`config.mk`:
```
export PLATFORM = sky130hd
export DESIGN_NAME = mait_alu
export DESIGN_NICKNAME = d
export VERILOG_FILES = /design/src/mait_pkg.sv /design/src/mait_sub.sv /design/src/mait_table_seq.sv /design/src/mait_alu.sv
export VERILOG_INCLUDE_DIRS = /design/src
export SDC_FILE = /design/constraint.sdc
export NUM_CORES = 1
export LEC_CHECK = 0
export BUFFER_PORTS_ARGS = -buffer_cell sky130_fd_sc_hd__buf_2
export CAP_MARGIN = 40
export CORE_ASPECT_RATIO = 0.7
export CORE_UTILIZATION = 40
export CTS_BUF_LIST = sky130_fd_sc_hd__clkbuf_8
export DETAILED_ROUTE_END_ITERATION = 12
export GPL_TIMING_DRIVEN = 0
export PLACE_DENSITY = 0.82
export RECOVER_POWER = 50
export SLEW_MARGIN = 40
export SYNTH_ARGS = -nofsm -noshare
export SYNTH_HDL_FRONTEND = slang
export SYNTH_HIERARCHICAL = 1
export SYNTH_SLANG_ARGS = --single-unit
```
`constraint.sdc`:
```
create_clock -name core_clk -period 3.2 [get_ports core_clk]
set_input_delay 0.64 -clock core_clk [delete_from_list [all_inputs] [get_ports core_clk]]
set_output_delay 0.64 -clock core_clk [all_outputs]
set_load 0.1 [all_outputs]
```
`src/mait_defines.svh`:
```
// constants for the instruction tail datapath
`ifndef MAIT_DEFINES_SVH
`define MAIT_DEFINES_SVH
`define MAIT_DATA_W        8
`define MAIT_ROM_W         14
`define MAIT_ROM_LO_MSB    7
`define MAIT_ROM_HI_LSB    8
`define MAIT_ROM_HI_MSB    13
`define MAIT_TBH_W         6
`define MAIT_TPH_W         2
`define MAIT_FADDR_W       7
`define MAIT_TMODE_RST     8'hFF
`define MAIT_ACC_RST       8'h00
`define MAIT_TBH_RST       6'h00
`define MAIT_NIB_LO_MSB    3
`define MAIT_NIB_HI_LSB    4
`define MAIT_TABLE_CYCLES  2
`endif

```
`src/mait_pkg.sv`:
```
// types for the instruction tail datapath
package mait_pkg;
  typedef enum logic [3:0] {
    MAIT_OP_NONE,
    MAIT_OP_SUB_FILE,
    MAIT_OP_SUB_IMM,
    MAIT_OP_SWAP,
    MAIT_OP_TABLE,
    MAIT_OP_TMODE_LD,
    MAIT_OP_TMODE_RD,
    MAIT_OP_XOR_FILE,
    MAIT_OP_XOR_IMM
  } mait_op_t;

  typedef struct packed {
    mait_op_t    op;
    logic        dest_file;
    logic [6:0]  faddr;
    logic [7:0]  imm;
  } mait_instr_t;

  typedef struct packed {
    logic       carry;
    logic       half_borrow;
    logic       zero;
  } mait_flags_t;

  typedef struct packed {
    logic       we;
    logic [6:0] addr;
    logic [7:0] data;
  } mait_fwrite_t;
endpackage : mait_pkg

```
`src/mait_sub.sv`:
```
// subtractor with no-borrow carry and half flags
`timescale 1ns/1ps
`include "mait_defines.svh"
module mait_sub
  import mait_pkg::*;
(
  input  wire logic [7:0] minuend,    // value subtracted from
  input  wire logic [7:0] subtrahend, // working register
  output logic      [7:0] diff,       // result
  output logic            no_borrow,  // no borrow out of bit 7
  output logic            no_borrow_h // no borrow out of bit 3
);
  wire [8:0] full_w = {1'b0, minuend} + {1'b0, ~subtrahend} + 9'h001;
  wire [4:0] half_w = {1'b0, minuend[3:0]} + {1'b0, ~subtrahend[3:0]} + 5'h01;
  assign diff        = full_w[7:0];
  assign no_borrow   = full_w[8];
  assign no_borrow_h = half_w[4];
endmodule : mait_sub

```
`src/mait_table_seq.sv`:
```
// two-cycle program table read sequencer
`timescale 1ns/1ps
`include "mait_defines.svh"
module mait_table_seq
  import mait_pkg::*;
(
  input  wire logic core_clk, // instruction clock
  input  wire logic srst,     // synchronous reset
  input  wire logic start,    // table read issued
  output logic      rom_req,  // first cycle, address valid
  output logic      finish,   // second cycle, word captured
  output logic      busy      // second cycle only, same as finish
);
  typedef enum logic {MAIT_TS_IDLE, MAIT_TS_FETCH} mait_ts_t;
  mait_ts_t st_r;
  mait_ts_t st_nxt;
  assign rom_req = (st_r == MAIT_TS_IDLE) && start;
  assign finish  = (st_r == MAIT_TS_FETCH);
  assign busy    = finish;
  always_comb begin
    case (st_r)
      MAIT_TS_IDLE:  st_nxt = start ? MAIT_TS_FETCH : MAIT_TS_IDLE;
      MAIT_TS_FETCH: st_nxt = MAIT_TS_IDLE;
      default:       st_nxt = MAIT_TS_IDLE;
    endcase
  end
  always_ff @(posedge core_clk) begin
    if (srst) st_r <= MAIT_TS_IDLE;
    else      st_r <= st_nxt;
  end
endmodule : mait_table_seq

```
`src/mait_alu.sv`:
```
// execution datapath for subtract, swap, table read, timer mode and xor
//
// Implementation choices: the register addresses and the strobed register port.
`timescale 1ns/1ps
`include "mait_defines.svh"
module mait_alu
  import mait_pkg::*;
(
  input  wire logic               core_clk,      // instruction clock
  input  wire logic               srst,          // synchronous reset
  input  wire mait_instr_t        instr,         // decoded instruction
  input  wire logic               instr_valid,   // instruction valid this cycle
  output logic                    instr_ready,   // low in the second cycle of a table read
  input  wire logic [7:0]         file_rdata,    // file register read data
  output mait_fwrite_t            file_wr,       // file register write
  input  wire logic [1:0]         table_pointer_high, // upper table address
  output logic [9:0]              rom_addr,      // program memory address
  output logic                    rom_rd,        // program memory read strobe
  input  wire logic [13:0]        rom_rdata,     // word, one cycle after strobe
  input  wire mait_flags_t        flags_in,      // current status flags
  output mait_flags_t             flags_out,     // flag values to write
  output mait_flags_t             flags_we,      // per-flag write enables
  output logic [7:0]              working_register,    // accumulator
  output logic [5:0]              table_high_byte,     // table high register
  output logic [7:0]              timer_mode_register  // timer mode register
);
  logic [7:0]   acc_r;
  logic [7:0]   acc_nxt;
  logic [5:0]   tbh_r;
  logic [7:0]   tmode_r;
  mait_fwrite_t fwr_r;
  mait_flags_t  fl_r;
  mait_flags_t  flwe_r;

  wire go = instr_valid && instr_ready;
  wire sub_op    = (instr.op == MAIT_OP_SUB_FILE) || (instr.op == MAIT_OP_SUB_IMM);
  wire xor_op    = (instr.op == MAIT_OP_XOR_FILE) || (instr.op == MAIT_OP_XOR_IMM);
  wire file_dest = instr.dest_file &&
                   ((instr.op == MAIT_OP_SUB_FILE) || (instr.op == MAIT_OP_SWAP) ||
                    (instr.op == MAIT_OP_XOR_FILE));

  // operand select: immediate forms use the literal field
  wire [7:0] opnd = (instr.op == MAIT_OP_SUB_IMM || instr.op == MAIT_OP_XOR_IMM) ? instr.imm : file_rdata;

  wire [7:0] sub_res;
  wire       sub_c;
  wire       sub_h;
  mait_sub u_sub (
    .minuend     (opnd),
    .subtrahend  (acc_r),
    .diff        (sub_res),
    .no_borrow   (sub_c),
    .no_borrow_h (sub_h)
  );

  wire [7:0] xor_res  = opnd ^ acc_r;
  wire [7:0] swap_res = {file_rdata[`MAIT_NIB_LO_MSB:0],
                         file_rdata[`MAIT_DATA_W-1:`MAIT_NIB_HI_LSB]};

  logic [7:0] res;
  always_comb begin
    case (instr.op)
      MAIT_OP_SUB_FILE, MAIT_OP_SUB_IMM: res = sub_res;
      MAIT_OP_SWAP:                      res = swap_res;
      MAIT_OP_XOR_FILE, MAIT_OP_XOR_IMM: res = xor_res;
      MAIT_OP_TMODE_RD:                  res = tmode_r;
      default:                           res = acc_r;
    endcase
  end

  wire start_tbl;
  wire tbl_finish;
  wire tbl_busy;
  mait_table_seq u_tseq (
    .core_clk (core_clk),
    .srst     (srst),
    .start    (go && instr.op == MAIT_OP_TABLE),
    .rom_req  (start_tbl),
    .finish   (tbl_finish),
    .busy     (tbl_busy)
  );

  assign instr_ready = !tbl_busy;
  assign rom_rd      = start_tbl;
  assign rom_addr    = {table_pointer_high, acc_r};

  // working register next value
  always_comb begin
    acc_nxt = acc_r;
    if (tbl_finish)
      acc_nxt = rom_rdata[`MAIT_ROM_LO_MSB:0];
    else if (go && !file_dest && instr.op != MAIT_OP_TABLE && instr.op != MAIT_OP_TMODE_LD &&
             instr.op != MAIT_OP_NONE)
      acc_nxt = res;
  end

  always_ff @(posedge core_clk) begin
    if (srst) begin
      acc_r   <= `MAIT_ACC_RST;
      tbh_r   <= `MAIT_TBH_RST;
      tmode_r <= `MAIT_TMODE_RST;
    end else begin
      acc_r <= acc_nxt;
      if (tbl_finish)
        tbh_r <= rom_rdata[`MAIT_ROM_HI_MSB:`MAIT_ROM_HI_LSB];
      if (go && instr.op == MAIT_OP_TMODE_LD)
        tmode_r <= acc_r;
    end
  end

  // file write and flag updates, registered one cycle
  always_ff @(posedge core_clk) begin
    if (srst) begin
      fwr_r  <= '0;
      fl_r   <= '0;
      flwe_r <= '0;
    end else begin
      fwr_r.we   <= go && file_dest;
      fwr_r.addr <= instr.faddr;
      fwr_r.data <= res;
      fl_r.carry       <= sub_c;
      fl_r.half_borrow <= sub_h;
      fl_r.zero        <= (res == 8'h00);
      flwe_r.carry       <= go && sub_op;
      flwe_r.half_borrow <= go && sub_op;
      flwe_r.zero        <= go && (sub_op || xor_op);
    end
  end

  assign file_wr             = fwr_r;
  assign flags_out           = fl_r;
  assign flags_we            = flwe_r;
  assign working_register    = acc_r;
  assign table_high_byte     = tbh_r;
  assign timer_mode_register = tmode_r;

  a_sub_acc_update: assert property (@(posedge core_clk) disable iff (srst)
    go && instr.op == MAIT_OP_SUB_IMM |=> acc_r == $past(instr.imm) - $past(acc_r))
    else $error("immediate subtract result wrong");
  a_sub_file_dest: assert property (@(posedge core_clk) disable iff (srst)
    go && instr.op == MAIT_OP_SUB_FILE && instr.dest_file |=> file_wr.we && acc_r == $past(acc_r))
    else $error("subtract to file misrouted");
  a_sub_carry: assert property (@(posedge core_clk) disable iff (srst)
    go && sub_op |=> flags_we.carry && flags_out.carry == ($past(opnd) >= $past(acc_r)))
    else $error("subtract carry wrong");
  a_swap_nibbles: assert property (@(posedge core_clk) disable iff (srst)
    go && instr.op == MAIT_OP_SWAP && !instr.dest_file
    |=> acc_r == {$past(file_rdata[3:0]), $past(file_rdata[7:4])} && flags_we == '0)
    else $error("nibble exchange wrong");
  a_table_two_cyc: assert property (@(posedge core_clk) disable iff (srst)
    go && instr.op == MAIT_OP_TABLE |=> !instr_ready ##1 instr_ready && table_high_byte == $past(rom_rdata[13:8]))
    else $error("table read timing wrong");
  a_tmode_load: assert property (@(posedge core_clk) disable iff (srst)
    go && instr.op == MAIT_OP_TMODE_LD |=> timer_mode_register == $past(acc_r) && flags_we == '0)
    else $error("timer mode load wrong");
  a_tmode_read: assert property (@(posedge core_clk) disable iff (srst)
    go && instr.op == MAIT_OP_TMODE_RD |=> acc_r == $past(tmode_r))
    else $error("timer mode readback wrong");
  a_xor_zero_only: assert property (@(posedge core_clk) disable iff (srst)
    go && xor_op |=> flags_we.zero && !flags_we.carry && !flags_we.half_borrow)
    else $error("xor flag enables wrong");
  a_xor_imm_res: assert property (@(posedge core_clk) disable iff (srst)
    go && instr.op == MAIT_OP_XOR_IMM |=> acc_r == ($past(instr.imm) ^ $past(acc_r)))
    else $error("immediate xor result wrong");

  // register- and literal-minus-working forms, both destinations for the register form
  a_sub_file_res: assert property (@(posedge core_clk) disable iff (srst)
    go && instr.op == MAIT_OP_SUB_FILE && instr.dest_file
    |=> file_wr.data == $past(file_rdata) - $past(acc_r))
    else $error("subtract to file data wrong");
  a_sub_file_acc: assert property (@(posedge core_clk) disable iff (srst)
    go && instr.op == MAIT_OP_SUB_FILE && !instr.dest_file
    |=> acc_r == $past(file_rdata) - $past(acc_r) && !file_wr.we)
    else $error("subtract to working register wrong");
  a_sub_file_addr: assert property (@(posedge core_clk) disable iff (srst)
    go && instr.op == MAIT_OP_SUB_FILE && instr.dest_file
    |=> file_wr.addr == $past(instr.faddr))
    else $error("subtract file address wrong");
  a_sub_flag_we: assert property (@(posedge core_clk) disable iff (srst)
    go && sub_op
    |=> flags_we.carry && flags_we.half_borrow && flags_we.zero)
    else $error("subtract flag enables wrong");
  a_sub_imm_nofile: assert property (@(posedge core_clk) disable iff (srst)
    go && instr.op == MAIT_OP_SUB_IMM
    |=> !file_wr.we)
    else $error("immediate subtract wrote a file register");
  a_sub_half: assert property (@(posedge core_clk) disable iff (srst)
    go && sub_op
    |=> flags_out.half_borrow == ($past(opnd[3:0]) >= $past(acc_r[3:0])))
    else $error("subtract half flag wrong");
  a_sub_zero: assert property (@(posedge core_clk) disable iff (srst)
    go && sub_op
    |=> flags_out.zero == ($past(opnd) == $past(acc_r)))
    else $error("subtract zero flag wrong");
  a_carry_we_src: assert property (@(posedge core_clk) disable iff (srst)
    flags_we.carry
    |-> $past(go && sub_op))
    else $error("carry written outside subtract");

  // nibble exchange
  a_swap_file: assert property (@(posedge core_clk) disable iff (srst)
    go && instr.op == MAIT_OP_SWAP && instr.dest_file
    |=> file_wr.we && file_wr.data == {$past(file_rdata[3:0]), $past(file_rdata[7:4])} && acc_r == $past(acc_r))
    else $error("nibble exchange to file wrong");
  a_swap_addr: assert property (@(posedge core_clk) disable iff (srst)
    go && instr.op == MAIT_OP_SWAP && instr.dest_file
    |=> file_wr.addr == $past(instr.faddr))
    else $error("nibble exchange address wrong");
  a_swap_flags: assert property (@(posedge core_clk) disable iff (srst)
    go && instr.op == MAIT_OP_SWAP
    |=> flags_we == '0)
    else $error("nibble exchange touched flags");

  // table read sequencing and refusal of the busy cycle
  a_table_strobe: assert property (@(posedge core_clk) disable iff (srst)
    go && instr.op == MAIT_OP_TABLE
    |-> rom_rd && rom_addr == {table_pointer_high, acc_r})
    else $error("table read strobe or address wrong");
  a_table_acc: assert property (@(posedge core_clk) disable iff (srst)
    go && instr.op == MAIT_OP_TABLE
    |=> ##1 acc_r == $past(rom_rdata[7:0]))
    else $error("table read low byte wrong");
  a_table_no_flags: assert property (@(posedge core_clk) disable iff (srst)
    go && instr.op == MAIT_OP_TABLE
    |=> flags_we == '0 ##1 flags_we == '0 && !file_wr.we)
    else $error("table read touched flags or file");
  a_table_refuse: assert property (@(posedge core_clk) disable iff (srst)
    !instr_ready
    |=> timer_mode_register == $past(timer_mode_register) && !file_wr.we && flags_we == '0)
    else $error("instruction taken in busy cycle");
  a_rom_rd_only: assert property (@(posedge core_clk) disable iff (srst)
    rom_rd
    |-> go && instr.op == MAIT_OP_TABLE)
    else $error("stray program memory strobe");
  a_busy_one_cyc: assert property (@(posedge core_clk) disable iff (srst)
    !instr_ready
    |=> instr_ready)
    else $error("busy longer than one cycle");
  a_tbh_hold: assert property (@(posedge core_clk) disable iff (srst)
    !tbl_finish
    |=> table_high_byte == $past(table_high_byte))
    else $error("table high register changed");
  a_acc_hold_idle: assert property (@(posedge core_clk) disable iff (srst)
    !go && !tbl_finish
    |=> acc_r == $past(acc_r))
    else $error("working register changed while idle");

  // timer mode load and readback
  a_tmode_ld_acc: assert property (@(posedge core_clk) disable iff (srst)
    go && instr.op == MAIT_OP_TMODE_LD
    |=> acc_r == $past(acc_r) && !file_wr.we)
    else $error("timer mode load disturbed working register");
  a_tmode_hold: assert property (@(posedge core_clk) disable iff (srst)
    !(go && instr.op == MAIT_OP_TMODE_LD)
    |=> timer_mode_register == $past(timer_mode_register))
    else $error("timer mode register changed without load");
  a_tmode_rd_flags: assert property (@(posedge core_clk) disable iff (srst)
    go && instr.op == MAIT_OP_TMODE_RD
    |=> flags_we == '0 && !file_wr.we)
    else $error("timer mode readback touched flags");
  a_tmode_rd_keep: assert property (@(posedge core_clk) disable iff (srst)
    go && instr.op == MAIT_OP_TMODE_RD
    |=> timer_mode_register == $past(timer_mode_register))
    else $error("timer mode readback altered register");

  // exclusive-or forms
  a_xor_file_dest: assert property (@(posedge core_clk) disable iff (srst)
    go && instr.op == MAIT_OP_XOR_FILE && instr.dest_file
    |=> file_wr.we && file_wr.data == ($past(file_rdata) ^ $past(acc_r)) && acc_r == $past(acc_r))
    else $error("xor to file wrong");
  a_xor_file_addr: assert property (@(posedge core_clk) disable iff (srst)
    go && instr.op == MAIT_OP_XOR_FILE && instr.dest_file
    |=> file_wr.addr == $past(instr.faddr))
    else $error("xor file address wrong");
  a_xor_file_acc: assert property (@(posedge core_clk) disable iff (srst)
    go && instr.op == MAIT_OP_XOR_FILE && !instr.dest_file
    |=> acc_r == ($past(file_rdata) ^ $past(acc_r)))
    else $error("xor to working register wrong");
  a_xor_zero: assert property (@(posedge core_clk) disable iff (srst)
    go && xor_op
    |=> flags_out.zero == ($past(opnd) == $past(acc_r)))
    else $error("xor zero flag wrong");
  a_zero_we_src: assert property (@(posedge core_clk) disable iff (srst)
    flags_we.zero
    |-> $past(go && (sub_op || xor_op)))
    else $error("zero written outside subtract or xor");
  a_xor_imm_nofile: assert property (@(posedge core_clk) disable iff (srst)
    go && instr.op == MAIT_OP_XOR_IMM
    |=> !file_wr.we && flags_we.zero && !flags_we.carry)
    else $error("immediate xor routing wrong");
  a_xor_imm_zero: assert property (@(posedge core_clk) disable iff (srst)
    go && instr.op == MAIT_OP_XOR_IMM
    |=> flags_out.zero == (($past(instr.imm) ^ $past(acc_r)) == 8'h00))
    else $error("immediate xor zero flag wrong");

  // file write enable only follows a file-destination instruction
  a_file_we_src: assert property (@(posedge core_clk) disable iff (srst)
    go && !file_dest
    |=> !file_wr.we)
    else $error("file written for working destination");
  a_none_no_effect: assert property (@(posedge core_clk) disable iff (srst)
    go && instr.op == MAIT_OP_NONE
    |=> acc_r == $past(acc_r) && flags_we == '0 && !file_wr.we)
    else $error("idle opcode changed state");
endmodule : mait_alu

```
* Word level (Yosys, flattened, before mapping) *
Index checks and enable logic that the tools add are counted.

storage, ports and cells
  register bits after elaboration = 44
  output and inout bits = 56
  logic and storage cells = 61

operators by class
  $add $sub $neg = 4
  eq/ne operators = 10
  mux-type cells = 6
  bitwise operators = 4
  reduce and logical (&&, ||, !) cells = 25

operators by type and width
  kind                 number
  $pmux 8 s4           1
  $mux 8               3
  $eq 4x3->1 const B   4
  $logic_and 1x1->1    12
  $add 8x8->9          1
  $add 9x1->9 const B  1
  $eq 4x2->1 const B   2
  $logic_not 8->1      1
  $ne 4x3->1 const B   2
  $not 8->8            1
  $xor 8x8->8          1
  $logic_or 1x1->1     6
  $add 4x4->5          1
  $add 5x1->5 const B  1
  $eq 4x1->1 const B   1
  $eq 4x4->1 const B   1
  $not 4->4            1
  $reduce_bool 4->1    1
  $reduce_or 2->1      2
  $logic_not 1->1      2
  $pmux 1 s2           1
  $reduce_bool 2->1    1
  $mux 1               1
  $not 1->1            1

* Depth between registers and ports, before layout *
Gate-level depths: netlist (run 1).

  depth in word-level cells = 11
  gate-level depth with buffers = 17

* Hierarchy *
The synthesis (run 1) kept the hierarchy.

modules (own cells, without submodules)
  module          instances  cells each  area an instance (um2)  seq. area each (um2)
  mait_alu        1          255         2,239.6                 860.8
  mait_sub        1          46          355.3                   0.0
  mait_table_seq  1          4           46.3                    20.0

* Worst setup path after synthesis (run 1) *
No wires, ideal clock.

  path type = reg2out
  start point = reg u_tseq.st_r, in the netlist u_tseq/busy
  end point = out rom_rd
  arrival = 2.901 ns
  required time = 2.560 ns
  slack = -0.341 ns
  cell stages (with the launch flop) = 5
  buffers on the path = 0
  path through = dfxtp_1 inv_1 nand2_1 nor4_1 nor2b_1

on the way
  cells in the longest elaborated chain, start to end = 4

RTL lines
  what                    RTL line              RTL
  from (decl)             mait_table_seq.sv:15  mait_ts_t st_r;
  from (signal assigned)  mait_table_seq.sv:29  else st_r <= st_nxt;
  $logic_not 1->1         mait_alu.sv:83        assign instr_ready = !tbl_busy;
  net instr_ready         mait_alu.sv:13        output logic instr_ready,
  $logic_and 1x1->1       mait_alu.sv:35        wire go = instr_valid && instr_ready;
  $logic_and 1x1->1       mait_alu.sv:77        .start (go && instr.op == MAIT_OP_TABLE),
  $logic_and 1x1->1       mait_table_seq.sv:17  assign rom_req = (st_r == MAIT_TS_IDLE) && start;
  to (decl)               mait_alu.sv:18        output logic rom_rd,

The timed path passes the listed nets, and every way through them passes these cells.

* Worst setup path after layout (run 1) *
  start point = in instr[19] in the netlist's numbering
  end point = reg fl_r, in the netlist flags_out[0]

on the way
  cells in the longest elaborated chain, start to end = 7

RTL lines
  what                                             RTL line         RTL
  from (decl)                                      mait_alu.sv:11   input wire mait_instr_t instr,
  $eq 4x2->1 / $eq 4x4->1 (equally long branches)  mait_alu.sv:43   wire [7:0] opnd = (instr.op == MAIT_OP_SUB_IMM || instr.op == MAIT_OP_XOR_IMM) ? instr.imm : file_rdata;
  $logic_or 1x1->1 (*)                             mait_alu.sv:43
  $mux 8 (*)                                       mait_alu.sv:43
  net opnd[0]                                      mait_alu.sv:43
  $add 8x8->9 (*)                                  mait_sub.sv:13   wire [8:0] full_w = {1'b0, minuend} + {1'b0, ~subtrahend} + 9'h001;
  $add 9x1->9 (*)                                  mait_sub.sv:13
  net sub_res[6]                                   mait_alu.sv:45   wire [7:0] sub_res;
  $pmux 8 s4 (*)                                   mait_alu.sv:62   case (instr.op)
  $logic_not 8->1 (*)                              mait_alu.sv:123  fl_r.zero <= (res == 8'h00);
  to (decl)                                        mait_alu.sv:32   mait_flags_t fl_r;

The timed path passes the listed nets; every way through them passes the cells marked *.
A chain may end at the register's enable or synchronous reset.

==> results of run 1 <==
[layout by cell type (no fill, tap or decap), types with 3 or more instances in the layout]
| master | netlist | final |
|---|---|---|
| a211o_1 | 13 | 13 |
| a21oi_1 | 16 | 16 |
| a22o_1 | 8 | 8 |
| a22oi_1 | 8 | 8 |
| and3_1 | 8 | 8 |
| buf_2 | 6 | 64 |
| buf_4 | 14 | 18 |
| buf_6 | 2 | 3 |
| clkbuf_1 | 9 | 45 |
| clkbuf_8 | 0 | 6 |
| dfxtp_1 | 44 | 44 |
| ha_1 | 8 | 7 |
| inv_1 | 22 | 22 |
| mux2i_1 | 13 | 10 |
| mux2i_2 | 0 | 3 |
| nand2_1 | 19 | 19 |
| nand2b_1 | 7 | 7 |
| nor2_1 | 27 | 26 |
| nor2b_1 | 15 | 14 |
| nor3_1 | 3 | 3 |
| o211ai_1 | 8 | 8 |
| o21a_1 | 3 | 3 |
| o311a_1 | 5 | 5 |
| o32ai_1 | 3 | 3 |
| xnor2_1 | 6 | 6 |
[layout make-up]
cell class	instances	area share, %
Timing Repair Buffer	102	14.4
Sequential cell	44	25.7
Multi-Input combinational cell	207	44.9
Inverter	22	2.41
Clock buffer	6	2.41
Clock inverter	2	1.13
Buffer	32	6.27
Tap cell	78	2.84
[power groups by stage]
stage                     combinational (W)  sequential, W  clock (W)
after global routing               0.000773       0.000617   0.000474
after CTS                          0.000731       0.000611   0.000453
final                              0.000735       0.000613   0.000444
after floorplan                    0.000354       0.000847          0
after global placement             0.000712       0.000622          0
after detailed placement           0.000720       0.000623          0
[metal layers]
metal  GRT usage [%]  part of all wire [%]  up-vias  wire length, um
li1                -                     -     1282                -
met1            33.7                    46     1229             3690
met2            36.0                    42      138             3390
met3            6.61                    10       14              825
met4            6.86                   1.7        0              140
met5               0                     0        -                0
[synthesized netlist by cell type (2+ instances only)]
master / n / share of area (%)
buf_6: 2 / 0.85
o32ai_1: 3 / 0.99
dfxtp_1: 44 / 33
nand2_1: 19 / 2.7
a21oi_1: 16 / 3.0
buf_4: 14 / 4.0
xnor2_1: 6 / 2.0
buf_2: 6 / 1.1
nor3_1: 3 / 0.57
or2b_1: 2 / 0.57
nor3_2: 2 / 0.76
nand2b_1: 7 / 1.7
nand3_1: 2 / 0.38
o21a_1: 3 / 0.85
ha_1: 8 / 3.8
xor2_1: 2 / 0.66
and3_1: 8 / 1.9
a22o_1: 8 / 2.7
a22oi_1: 8 / 2.3
mux2i_1: 13 / 4.9
o211ai_1: 8 / 2.3
a211o_1: 13 / 4.3
nor2_1: 27 / 3.8
nor2b_1: 15 / 3.6
nor4_1: 2 / 0.47
a21boi_0: 2 / 0.57
inv_1: 22 / 3.1
o311a_1: 5 / 1.9
o311ai_1: 2 / 0.66
clkbuf_1: 9 / 1.3
[worst paths after layout]
path                        endpoint  slack [ns]  cells past startpoint
max          flags_out[0]$_SDFF_PP0_        0.01                     17
min           u_tseq/busy$_SDFF_PP0_        0.50                      1
max reg2reg  flags_out[0]$_SDFF_PP0_        0.56                     11
min reg2reg   u_tseq/busy$_SDFF_PP0_        0.50                      1
[cell families (layout without fill, tap and decap cells)]
logic type                 after synthesis  after routing  synth area share (%)
adders and majority gates                9              9                  4.55
muxes                                   13             13                  4.93
DFF                                     44             44                  33.3
xor gates and xnor gates                 8              8                  2.65
buffers and inverters                   54            164                  10.5
AOI/OAI and AO/OA                       78             78                  23.1
and+or+nand+nor                         99             99                  20.9
[flip-flops by register name, summed over array words and instances, names as in the netlist]
| signal | flops |
|---|---|
| file_wr | 16 |
| flags_out | 3 |
| flags_we | 2 |
| table_high_byte | 6 |
| timer_mode_register | 8 |
| u_tseq/busy | 1 |
| working_register | 8 |
[worst max-delay path, cell delays in order]
cell and delay, ns:
buf_12 0.12, xor2_4 0.18, nand2_4 0.11, mux2i_2 0.26, inv_1 0.06, inv_1 0.06
ha_2 0.21, fa_2 0.24, nor2b_4 0.05, o21ai_2 0.17, nand2b_4 0.09, a311oi_2 0.24
xnor2_1 0.12, a22oi_1 0.21, o311ai_2 0.19, nor4bb_1 0.27, and4_1 0.20
[repair_timing]
action                     in CTS  in global routing
resized for setup               3                  4
setup endpoints to repair       1                  4
buffers inserted                4                  2
pin swaps                       1                  4
cloned                          0                  0
[per-stage QoR]
step / instance area, um^2 / cells
after floorplan: 2700 / 305
final: 3430 / 493
after detailed placement: 3280 / 479
after global routing: 3430 / 493
after CTS: 3450 / 491
after global placement: 3280 / 479
==> key figures, run 1 <==
Run status
  • Outcome: finished clean

STA
  • Final Hold Fails: 0
  • Worst-margin pin slew: between 1 and 1.5 ns
  • # setup viols final: 0
  • Worst Setup Slack, final: 0.00975 ns
  • WHS: 0.499 ns
  • Final period utilization: between 90 and 100%
  • Worst clock skew: 0.0116 ns
  • Max Slew Vio Count: 0
  • Achievable Freq: 313 MHz
  • Tmin final: 3.19 ns
  • Max_slew headroom: 21.6%
  • Final TNS setup: 0 ns
  • RSZ-0062 raised after global routing: true

Worst setup path
  • Worst setup EP type: register
  • Critical Path Start: instr[19]
  • Crit path max fanout: 7
  • CP Data Arrival Time: 3.42 ns
  • Startpoint type of the worst setup path: input port
  • Reg2reg start: working_register[2]$_SDFFE_PP0P_
  • Worst EP required: between 3 and 4 ns
  • CP Class: input port to register

Power
  • P_sw: 0.000752 W
  • Final Power: 0.00179 W
  • Sw Ratio: 42.0%
  • Power share of the clock group: 24.8%
  • Internal power: 0.00104 W
  • Combinational power share: 41.0%
  • Sequential power share: 34.2%
  • Peak VDD IR: 267 uV
  • P_leak: 1.52 nW
  • Power Dens Cells: 522 nW/um^2

Synthesis
  • Synth Warn #: 6
  • Syn Inst Count: 305
  • Sequential share of the synthesized area: around a third
  • Register bit total from synthesis: 44
  • EDFF count, synth: 0
  • Synth Cell Area: 2640 um^2
  • Distinct cells, synth: between 50 and 60
  • Syn Area/Cell: 8.66 um^2
  • Ys flop type: dfxtp_1
  • Syn Nets: 364
  • Share of flip-flops with an asynchronous set or reset: 0%

Cells and area
  • Layout Nets: between 400 and 500
  • Layout area overhead: 29.9%
  • Area of the multi-input gates: 1540 um^2
  • Share of cells above drive strength 1: between 20 and 30%
  • Register area: around 900 um^2
  • Ant. Diodes: 0
  • Util after Layout: 54.4%
  • Filler Cell Count: 607

Die
  • IO Count: between 100 and 150
  • # rows: 24
  • Starting Density: a little over two fifths
  • Die width: ~99 um
  • Die area: 6940 um^2
  • Die H: 70.0 um
  • Core outline area: 6310 um^2

Routing
  • DRC violations left: 0
  • Detail Route Antenna Nets: 0
  • First drt pass iteration count: 5
  • Final wirelength: 8.04 mm
  • Routed vias/inst: 5.40
  • DR vias: 2663
  • Drt wl/cell: 16.3 um
  • Initial DRC Count: 287

Placed design
  • GP Congestion: ~0.91
  • Post-Place Setup Slack: -0.329 ns
  • HPWL Detailed: 6.22 mm
  • PortBufs: 96

GRT
  • Vias in the first global route: 2563
  • Largest net degree at the start of global routing: 15
  • GRT Total Usage: 24.0%
  • GRT overflow: 0
  • First-pass GRT wire length: 12.9 mm
  • Initial antenna violation count: 0

Flow run
  • Max cap viols: 0

Clock network
  • Total CTS buffers: 5
  • CTS max path bufs: 2
  • CTS tree: yes
  • H-tree depth: 2
  • Cts hold-fix bufs: 0
  • Clk_lat worst skew: around 0.30 ns
  • Clock Pin Slew Worst Setup and Hold Paths: 0.09 ns
  • Root Buffer: clkbuf_8
  • Clock sink total: 44

Hold path
  • Min-delay worst type: register to register
  • Hold_sp: u_tseq/busy$_SDFF_PP0_
Power figures use the tool's default switching activity.
==> run 2, diff against run 1 <==
--- a/config.mk
+++ b/config.mk
@@ -8,13 +8,16 @@
 export LEC_CHECK = 0
 export BUFFER_PORTS_ARGS = -buffer_cell sky130_fd_sc_hd__buf_2
 export CAP_MARGIN = 40
+export CELL_PAD_IN_SITES_DETAIL_PLACEMENT = 1
+export CELL_PAD_IN_SITES_GLOBAL_PLACEMENT = 2
 export CORE_ASPECT_RATIO = 0.7
-export CORE_UTILIZATION = 40
+export CORE_UTILIZATION = 25
 export CTS_BUF_LIST = sky130_fd_sc_hd__clkbuf_8
 export DETAILED_ROUTE_END_ITERATION = 12
 export GPL_TIMING_DRIVEN = 0
-export PLACE_DENSITY = 0.82
+export PLACE_DENSITY = 0.88
 export RECOVER_POWER = 50
+export SETUP_SLACK_MARGIN = 0.4
 export SLEW_MARGIN = 40
 export SYNTH_ARGS = -nofsm -noshare
 export SYNTH_HDL_FRONTEND = slang
==> run 2 against run 1 <==
Largest cell class unchanged. Non-clock buffer count rose by 16. The run now ends with design-rule violations left. Combinational power rose by 17%. Die area rose by 58%. Maximum frequency rose by 0.60%. Clock power fell by 4.5%. Hold slack improved by 0.0036 ns. Global-route usage fell by 5.7 points. Via count rose by 5.0%. Critical path type unchanged. Clock skew rose by 0.0041 ns. Register-to-register slack got worse by 0.05 ns. Highest routed layer unchanged.
==> key figures, run 2 (synthesis results as in run 1) <==
Run status
  • Outcome: finished, violations left (was finished clean)
  • Failing checks: design-rule violations

Clock network
  • Clock sink total: 44 (unchanged)
  • Clock Pin Slew Worst Setup and Hold Paths: 0.09 ns (about the same)
  • Cts hold-fix bufs: 0 (unchanged)
  • Root Buffer: clkbuf_8 (unchanged)
  • H-tree depth: 2 (unchanged)
  • Clk_lat worst skew: 0.30 ns (about the same)
  • CTS max path bufs: 2 (unchanged)
  • CTS tree: yes (unchanged)
  • Total CTS buffers: 5 (unchanged)

STA
  • Final Hold Fails: 0 (unchanged)
  • # setup viols final: 0 (unchanged)
  • Max_slew headroom: 20.8% (was 21.6%)
  • RSZ-0062 raised after global routing: true (unchanged)
  • Final period utilization: 99.1% (was 99.7%)
  • Max Slew Vio Count: 0 (unchanged)
  • Achievable Freq: 315 MHz (was 313 MHz)
  • Worst clock skew: 0.0156 ns (was 0.0116 ns)
  • Worst Setup Slack, final: 0.0287 ns (was 0.00975 ns)
  • Tmin final: 3.17 ns (was 3.19 ns)
  • Worst-margin pin slew: 1.19 ns (was 1.18 ns)

Routing
  • Detail Route Antenna Nets: 0 (unchanged)
  • Initial DRC Count: 147 (was 287)
  • First drt pass iteration count: 8 (was 5)
  • DR vias: 2796 (was 2663)
  • Drt wl/cell: 18.2 um (was 16.3 um)
  • Final wirelength: 10.2 mm (was 8.04 mm)
  • Routed vias/inst: 5.00 (was 5.40)
  • DRC violations left: 18 (was 0)

Power
  • P_leak: 1.64 nW (was 1.52 nW)
  • Power share of the clock group: 22.4% (was 24.8%)
  • P_sw: 0.000808 W (was 0.000752 W)
  • Internal power: 0.00109 W (was 0.00104 W)
  • Combinational power share: 45.3% (was 41.0%)
  • Power Dens Cells: 494 nW/um^2 (was 522 nW/um^2)
  • Peak VDD IR: 174 uV (was 267 uV)
  • Sequential power share: 32.4% (was 34.2%)
  • Sw Ratio: 42.7% (was 42.0%)

Cells and area
  • Layout Nets: 489 (was 473)
  • Most common cell after layout, fill and taps aside: buf_2 (unchanged)
  • Most frequent cells in the layout: buf_2, clkbuf_1, dfxtp_1 (unchanged)
  • Filler Cell Count: 1190 (was 607)
  • Final Non-Filler Cells: 559 (was 493)
  • Share of cells above drive strength 1: 35.3% (was 27.7%)
  • Layout area overhead: 45.2% (was 29.9%)
  • Max reg flops: 16 (unchanged)
  • Ant. Diodes: 0 (unchanged)

Worst setup path
  • Slowest CP cell: nor4bb_1 (unchanged)
  • Startpoint type of the worst setup path: input port (unchanged)
  • Worst EP required: 3.45 ns (was 3.43 ns)
  • CP Data Arrival Time: 3.43 ns (was 3.42 ns)
  • CP bufs+invs: 3 (unchanged)
  • Worst setup EP type: register (unchanged)
  • Crit-path leading delay family: compound AO/OA/AOI/OAI gates (unchanged)
  • CP peak stage delay: 0.27 ns (about the same)
  • CP Class: input port to register (unchanged)
  • Crit path max fanout: 6 (was 7)
  • Worst path cell trace: buf_12 > xor2_4 > nand2_4 > mux2i_2 > inv_1 > inv_2 > ha_4 > fa_2 > nor2b_4 > o21ai_2 > nand2b_4 > a311oi_2 > xnor2_1 > a22oi_2 > o311ai_4 > nor4bb_1 > and4_1 (was buf_12 > xor2_4 > nand2_4 > mux2i_2 > inv_1 > inv_1 > ha_2 > fa_2 > nor2b_4 > o21ai_2 > nand2b_4 > a311oi_2 > xnor2_1 > a22oi_1 > o311ai_2 > nor4bb_1 > and4_1)

Placed design
  • HPWL Detailed: 7.45 mm (was 6.22 mm)
  • Placed Instances: 529 (was 479)
  • PortBufs: 96 (unchanged)
  • GP Congestion: 0.823 (was 0.908)
  • Post-Place Setup Slack: -0.407 ns (was -0.329 ns)

Die
  • Die area: 11000 um^2 (was 6940 um^2)
  • Die H: 88.0 um (was 70.0 um)
  • IO Count: 106 (unchanged)
  • # rows: 30 (was 24)
  • Starting Density: 26.5% (was 41.9%)
  • Die width: 125 um (was 99.1 um)
  • Core outline area: 9980 um^2 (was 6310 um^2)

Hold path
  • Min-delay worst type: register to register (unchanged)

GRT
  • GRT overflow: 0 (unchanged)
  • First-pass GRT wire length: 15.4 mm (was 12.9 mm)
  • Initial antenna violation count: 0 (unchanged)
  • GRT Total Usage: 18.3% (was 24.0%)
  • Vias in the first global route: 2860 (was 2563)
  • Largest net degree at the start of global routing: 14 (was 15)

Flow run
  • Max cap viols: 0 (unchanged)
[run 2: cell count changes in the layout (fill, tap and decap cells not counted), moves of 3 or more]
| cell | delta |
|---|---|
| inv_2 | +3 |
| mux2i_4 | +4 |
| ha_4 | +4 |
| ha_1 | -5 |
| buf_4 | +12 |
| buf_6 | +3 |
[run 2: path summary, 6_finish.rpt]
check	start	to	slack [ns]	cells past startpoint
max	instr[17]	flags_out[0]$_SDFF_PP0_	0.03	17
min	table_high_byte[1]$_SDFFE_PP0P_	table_high_byte[1]$_SDFFE_PP0P_	0.50	2
min reg2reg	table_high_byte[1]$_SDFFE_PP0P_	table_high_byte[1]$_SDFFE_PP0P_	0.50	2
max reg2reg	working_register[1]$_SDFFE_PP0P_	flags_out[0]$_SDFF_PP0_	0.51	11
[run 2: final cells by class]
type	instances	area [um^2]	share of cell area, %
multi-input cells	207	1740	45.3
flip-flops and latches	44	881	23.0
repair buffers	118	643	16.8
plain buffers	32	224	5.84
well taps	128	160	4.18
inverters	22	82.6	2.15
clock buffers	5	68.8	1.79
clock inverters	3	38.8	1.01
[run 2: through the flow]
stage          hold slack (ns)  TNS, ns  cell area [um^2]  power, W  utilization (%)
4_1_cts                  0.503        0              3680   0.00185             36.8
3_3_place_gp             0.471   -0.871              3340   0.00135             33.5
3_5_place_dp             0.481    -1.22              3340   0.00136             33.5
6_report                 0.503        0              3830   0.00189             38.4
5_1_grt                  0.533   -0.117              3830   0.00198             38.4
2_1_floorplan            0.468  -0.0233              2700   0.00120                -
[run 2: repair_timing]
item,CTS,global route
pin swaps,12,26
resized for setup,21,26
setup buffers,12,10
endpoints found under the setup margin,8,12
[run 2: power groups by stage]
stage	clock, W	sequential, W	combinational (W)
final	0.000424	0.000613	0.000857
after global routing	0.000459	0.000618	0.000898
after CTS	0.000440	0.000612	0.000793
after detailed placement	0	0.000624	0.000736
after global placement	0	0.000622	0.000724
after floorplan	0	0.000847	0.000355
[run 2: tightest hold or removal path: cells and delay by family, from the launching register on]
family | cells | cell delay [ns]
flip-flops | 1 | 0.33
multiplexers | 1 | 0.07
AND/OR/NAND/NOR | 1 | 0.07
[run 2: layer usage]
metal / vias to the layer above / global-route usage, % / share of wire (%)
met5: - / 0 / 0
met4: 0 / 4.10 / 1.0
met1: 1365 / 23.8 / 46
li1: 1315 / - / -
met3: 8 / 3.91 / 7.0
met2: 108 / 31.4 / 46
==> run 3, diff against run 2 <==
--- a/config.mk
+++ b/config.mk
@@ -6,16 +6,17 @@
 export SDC_FILE = /design/constraint.sdc
 export NUM_CORES = 1
 export LEC_CHECK = 0
+export ABC_AREA = 1
 export BUFFER_PORTS_ARGS = -buffer_cell sky130_fd_sc_hd__buf_2
-export CAP_MARGIN = 40
+export CAP_MARGIN = 5
 export CELL_PAD_IN_SITES_DETAIL_PLACEMENT = 1
 export CELL_PAD_IN_SITES_GLOBAL_PLACEMENT = 2
 export CORE_ASPECT_RATIO = 0.7
-export CORE_UTILIZATION = 25
+export CORE_UTILIZATION = 23
 export CTS_BUF_LIST = sky130_fd_sc_hd__clkbuf_8
 export DETAILED_ROUTE_END_ITERATION = 12
 export GPL_TIMING_DRIVEN = 0
-export PLACE_DENSITY = 0.88
+export PLACE_DENSITY = 0.9
 export RECOVER_POWER = 50
 export SETUP_SLACK_MARGIN = 0.4
 export SLEW_MARGIN = 40
==> run 3 against run 2 <==
The run now ends clean. Count of clock-buffer cells in the layout is the same. Maximum frequency grew 11%. Critical endpoint is now file_wr[6]$_SDFF_PP0_. Die area grew 12%. Hold slack gained 0.011 ns. Synthesized cell count grew 43%. Combinational power shrank 8.5%.
==> key figures, run 3 <==
STA
  • Achievable Freq: 352 MHz (was 315 MHz)
  • Final Hold Fails: 0 (unchanged)
  • # setup viols final: 0 (unchanged)
  • Final period utilization: 88.9% (was 99.1%)
  • Worst Setup Slack, final: 0.355 ns (was 0.0287 ns)
  • Worst clock skew: 0.00962 ns (was 0.0156 ns)
  • Worst-margin pin slew: 1.19 ns (about the same)
  • RSZ-0062 raised after global routing: true (unchanged)
  • Tmin final: 2.84 ns (was 3.17 ns)
  • Max_slew headroom: 20.8% (about the same)
  • Max Slew Vio Count: 0 (unchanged)

Synthesis
  • Register bit total from synthesis: 44 (unchanged)
  • Ys flop type: dfxtp_1 (unchanged)
  • Syn Area/Cell: 6.25 um^2 (was 8.66 um^2)
  • Syn Inst Count: 435 (was 305)
  • Sequential share of the synthesized area: 32.4% (was 33.3%)
  • Syn Nets: 494 (was 364)
  • Top-count cell post-synth: nand2_1 (was dfxtp_1)
  • Synth Cell Area: 2720 um^2 (was 2640 um^2)
  • Synth top area share: 32.4% (was 33.3%)
  • EDFF count, synth: 0 (unchanged)
  • Synth Warn #: 6 (unchanged)
  • Distinct cells, synth: 30 (was 54)
  • Share of flip-flops with an asynchronous set or reset: 0% (unchanged)
  • Post-synth top area cell: dfxtp_1 (unchanged)
  • Synth top area cells: dfxtp_1, nand2_1, inv_1, nand3_1, nor2_1 (was dfxtp_1, mux2i_1, a211o_1, buf_4, nor2_1)
  • Post-synth top cells: nand2_1, inv_1, nor2_1, dfxtp_1, nand3_1 (was dfxtp_1, nor2_1, inv_1, nand2_1, a21oi_1)

Clock network
  • Root Buffer: clkbuf_8 (unchanged)
  • CTS max path bufs: 2 (unchanged)
  • Clock sink total: 44 (unchanged)
  • Total CTS buffers: 5 (unchanged)
  • CTS tree: yes (unchanged)
  • H-tree depth: 2 (unchanged)
  • Clk_lat worst skew: 0.32 ns (was 0.30 ns)
  • Clock Pin Slew Worst Setup and Hold Paths: 0.10 ns (was 0.09 ns)

Cells and area
  • Final Non-Filler Cells: 715 (was 559)
  • Finished Cell Area: 3930 um^2 (was 3830 um^2)
  • Most common cell after layout, fill and taps aside: nand2_1 (was buf_2)
  • Max reg flops: 16 (unchanged)
  • Layout Nets: 620 (was 489)
  • Filler Cell Count: 1454 (was 1190)
  • Most frequent cells in the layout: nand2_1, inv_1, buf_2 (was buf_2, clkbuf_1, dfxtp_1)
  • Util after Layout: 35.0% (was 38.4%)
  • Ant. Diodes: 0 (unchanged)
  • Layout area overhead: 44.6% (was 45.2%)
  • Share of cells above drive strength 1: 29.2% (was 35.3%)

Worst setup path
  • Reg2reg start: working_register[6]$_SDFFE_PP0P_ (was working_register[1]$_SDFFE_PP0P_)
  • CP Data Arrival Time: 3.06 ns (was 3.43 ns)
  • Critical R2R Capture: flags_out[0]$_SDFF_PP0_ (unchanged)
  • Worst setup EP type: register (unchanged)
  • Startpoint type of the worst setup path: input port (unchanged)
  • CP peak stage delay: 0.42 ns (was 0.27 ns)
  • Crit path max fanout: 7 (was 6)
  • Crit-path leading delay family: simple AND/OR/NAND/NOR gates (was compound AO/OA/AOI/OAI gates)
  • CP bufs+invs: 7 (was 3)
  • Worst EP required: 3.42 ns (was 3.45 ns)
  • Worst path cell trace: buf_8 > inv_4 > nor2_4 > nand2_4 > nand2_8 > buf_12 > nand2_4 > nand2_2 > inv_2 > ha_4 > fa_2 > inv_2 > nand3_2 > nand4_1 > nand2_1 > inv_1 > o22ai_2 > nor3_2 > nand2_1 > o21ai_2 > nor2_1 > buf_4 (was buf_12 > xor2_4 > nand2_4 > mux2i_2 > inv_1 > inv_2 > ha_4 > fa_2 > nor2b_4 > o21ai_2 > nand2b_4 > a311oi_2 > xnor2_1 > a22oi_2 > o311ai_4 > nor4bb_1 > and4_1)
  • CP Class: input port to register (unchanged)
  • Slowest CP cell: fa_2 (was nor4bb_1)
  • Reg2Reg Setup Slack: 0.86 ns (was 0.51 ns)
  • Worst-case reg-to-reg path depth: 16 (was 11)

GRT
  • Largest net degree at the start of global routing: 16 (was 14)
  • Initial antenna violation count: 0 (unchanged)
  • Vias in the first global route: 3391 (was 2860)
  • GRT Total Usage: 18.8% (was 18.3%)
  • First-pass GRT wire length: 17.7 mm (was 15.4 mm)
  • GRT overflow: 0 (unchanged)

Hold path
  • WHS Endpoint: file_wr[8]$_SDFF_PP0_ (was table_high_byte[1]$_SDFFE_PP0P_)
  • Hold_sp: instr[8] (was table_high_byte[1]$_SDFFE_PP0P_)
  • Min-delay worst type: input port to register (was register to register)
  • WHS Path Cells: 3 (was 2)

Die
  • IO Count: 106 (unchanged)
  • Die width: 132 um (was 125 um)
  • # rows: 32 (was 30)
  • Core outline area: 11300 um^2 (was 9980 um^2)
  • Starting Density: 24.2% (was 26.5%)
  • Die H: 93.0 um (was 88.0 um)
  • Die area: 12300 um^2 (was 11000 um^2)

Routing
  • Drt wl/cell: 15.7 um (was 18.2 um)
  • Final wirelength: 11.3 mm (was 10.2 mm)
  • Routed vias/inst: 4.48 (was 5.00)
  • DR vias: 3201 (was 2796)
  • Detail Route Antenna Nets: 0 (unchanged)
  • First drt pass iteration count: 4 (was 8)
  • Initial DRC Count: 105 (was 147)
  • DRC violations left: 0 (was 18)

Placed design
  • GP Congestion: 0.878 (was 0.823)
  • HPWL Detailed: 8.64 mm (was 7.45 mm)
  • Post-DP Area: 3430 um^2 (was 3340 um^2)
  • Placed Instances: 688 (was 529)
  • PortBufs: 100 (was 96)
  • Post-Place Setup Slack: -0.377 ns (was -0.407 ns)

Power
  • Final Power: 0.00186 W (was 0.00189 W)
  • Peak VDD IR: 302 uV (was 174 uV)
  • P_leak: 2.06 nW (was 1.64 nW)
  • Power Dens Cells: 472 nW/um^2 (was 494 nW/um^2)

Run status
  • Outcome: finished clean (was finished, violations left)

Flow run
  • Max cap viols: 0 (unchanged)
==> run 3: changes by cell type after synthesis, sizes merged, moves of 8 or more <==
cell,delta
a211o,-13
a21oi,-12
a22o,-8
a22oi,-8
and3,-8
inv,+52
mux2i,-13
nand2,+122
nand2b,-8
nand3,+40
nor2,+26
nor2b,-16
o21ai,+16
==> run 3: where the power goes <==
part           internal [W]  total, W  switching [W]
registers          0.000578  0.000602      0.0000237
logic              0.000213  0.000784       0.000571
clock network      0.000236  0.000470       0.000234
==> run 3: through the flow <==
| step | TNS [ns] | hold WS, ns |
|---|---|---|
| after floorplan | 0 | 0.494 |
| after global placement | -1.01 | 0.475 |
| after detailed placement | -1.98 | 0.495 |
| after CTS | 0 | 0.493 |
| after global routing | 0 | 0.504 |
| final | 0 | 0.514 |
==> run 3: logic make-up (layout without fill, tap and decap cells) <==
group           after synthesis  after routing  synth area share [%]
xor+xnor                      3              3                 0.966
flops                        44             44                  32.4
simple gates                246            246                  38.5
buf+inv                      96            223                  15.5
compound gates               37             37                  8.14
fa+ha+maj                     9              9                  4.42
==> run 3: cell type report <==
| type | count | area [um^2] | area share (%) |
|---|---|---|---|
| buffer | 22 | 170 | 4.33 |
| clock buffer | 5 | 68.8 | 1.75 |
| clock inverter | 3 | 46.3 | 1.18 |
| inverter | 74 | 283 | 7.19 |
| multi-input combinational | 295 | 1660 | 42.2 |
| sequential | 44 | 881 | 22.4 |
| tap | 153 | 191 | 4.87 |
| timing repair buffer | 119 | 633 | 16.1 |
==> run 3: timing repair <==
action	in CTS	in global routing
setup endpoints to repair	14	10
pin swaps	14	29
setup buffers	10	9
resized for setup	32	40
hold buffers	0	0
==> run 3: tightest hold or removal path, cell delays in order <==
cell	delay [ns]
buf_2	0.07
inv_1	0.03
nor2_1	0.06
==> run 3: how the worst max path moves through the flow <==
stage                                            end       from  depth (start not counted)
floorplan           working_register[6]$_SDFFE_PP0P_  instr[17]                         22
global placement    working_register[6]$_SDFFE_PP0P_  instr[17]                         23
detailed placement  working_register[6]$_SDFFE_PP0P_  instr[17]                         23
CTS                          flags_out[0]$_SDFF_PP0_  instr[16]                         23
global route                   file_wr[6]$_SDFF_PP0_  instr[17]                         22
finish                         file_wr[6]$_SDFF_PP0_  instr[17]                         22
==> run 3: layer usage <==
layer	track usage, %	vias to the layer above	part of all wire [%]	wire, um
met3	4.55	8	6.6	743
met5	0	-	0	0
met4	3.39	0	0.52	59
met1	26.1	1517	49	5530
li1	-	1580	-	-
met2	29.8	96	44	4930
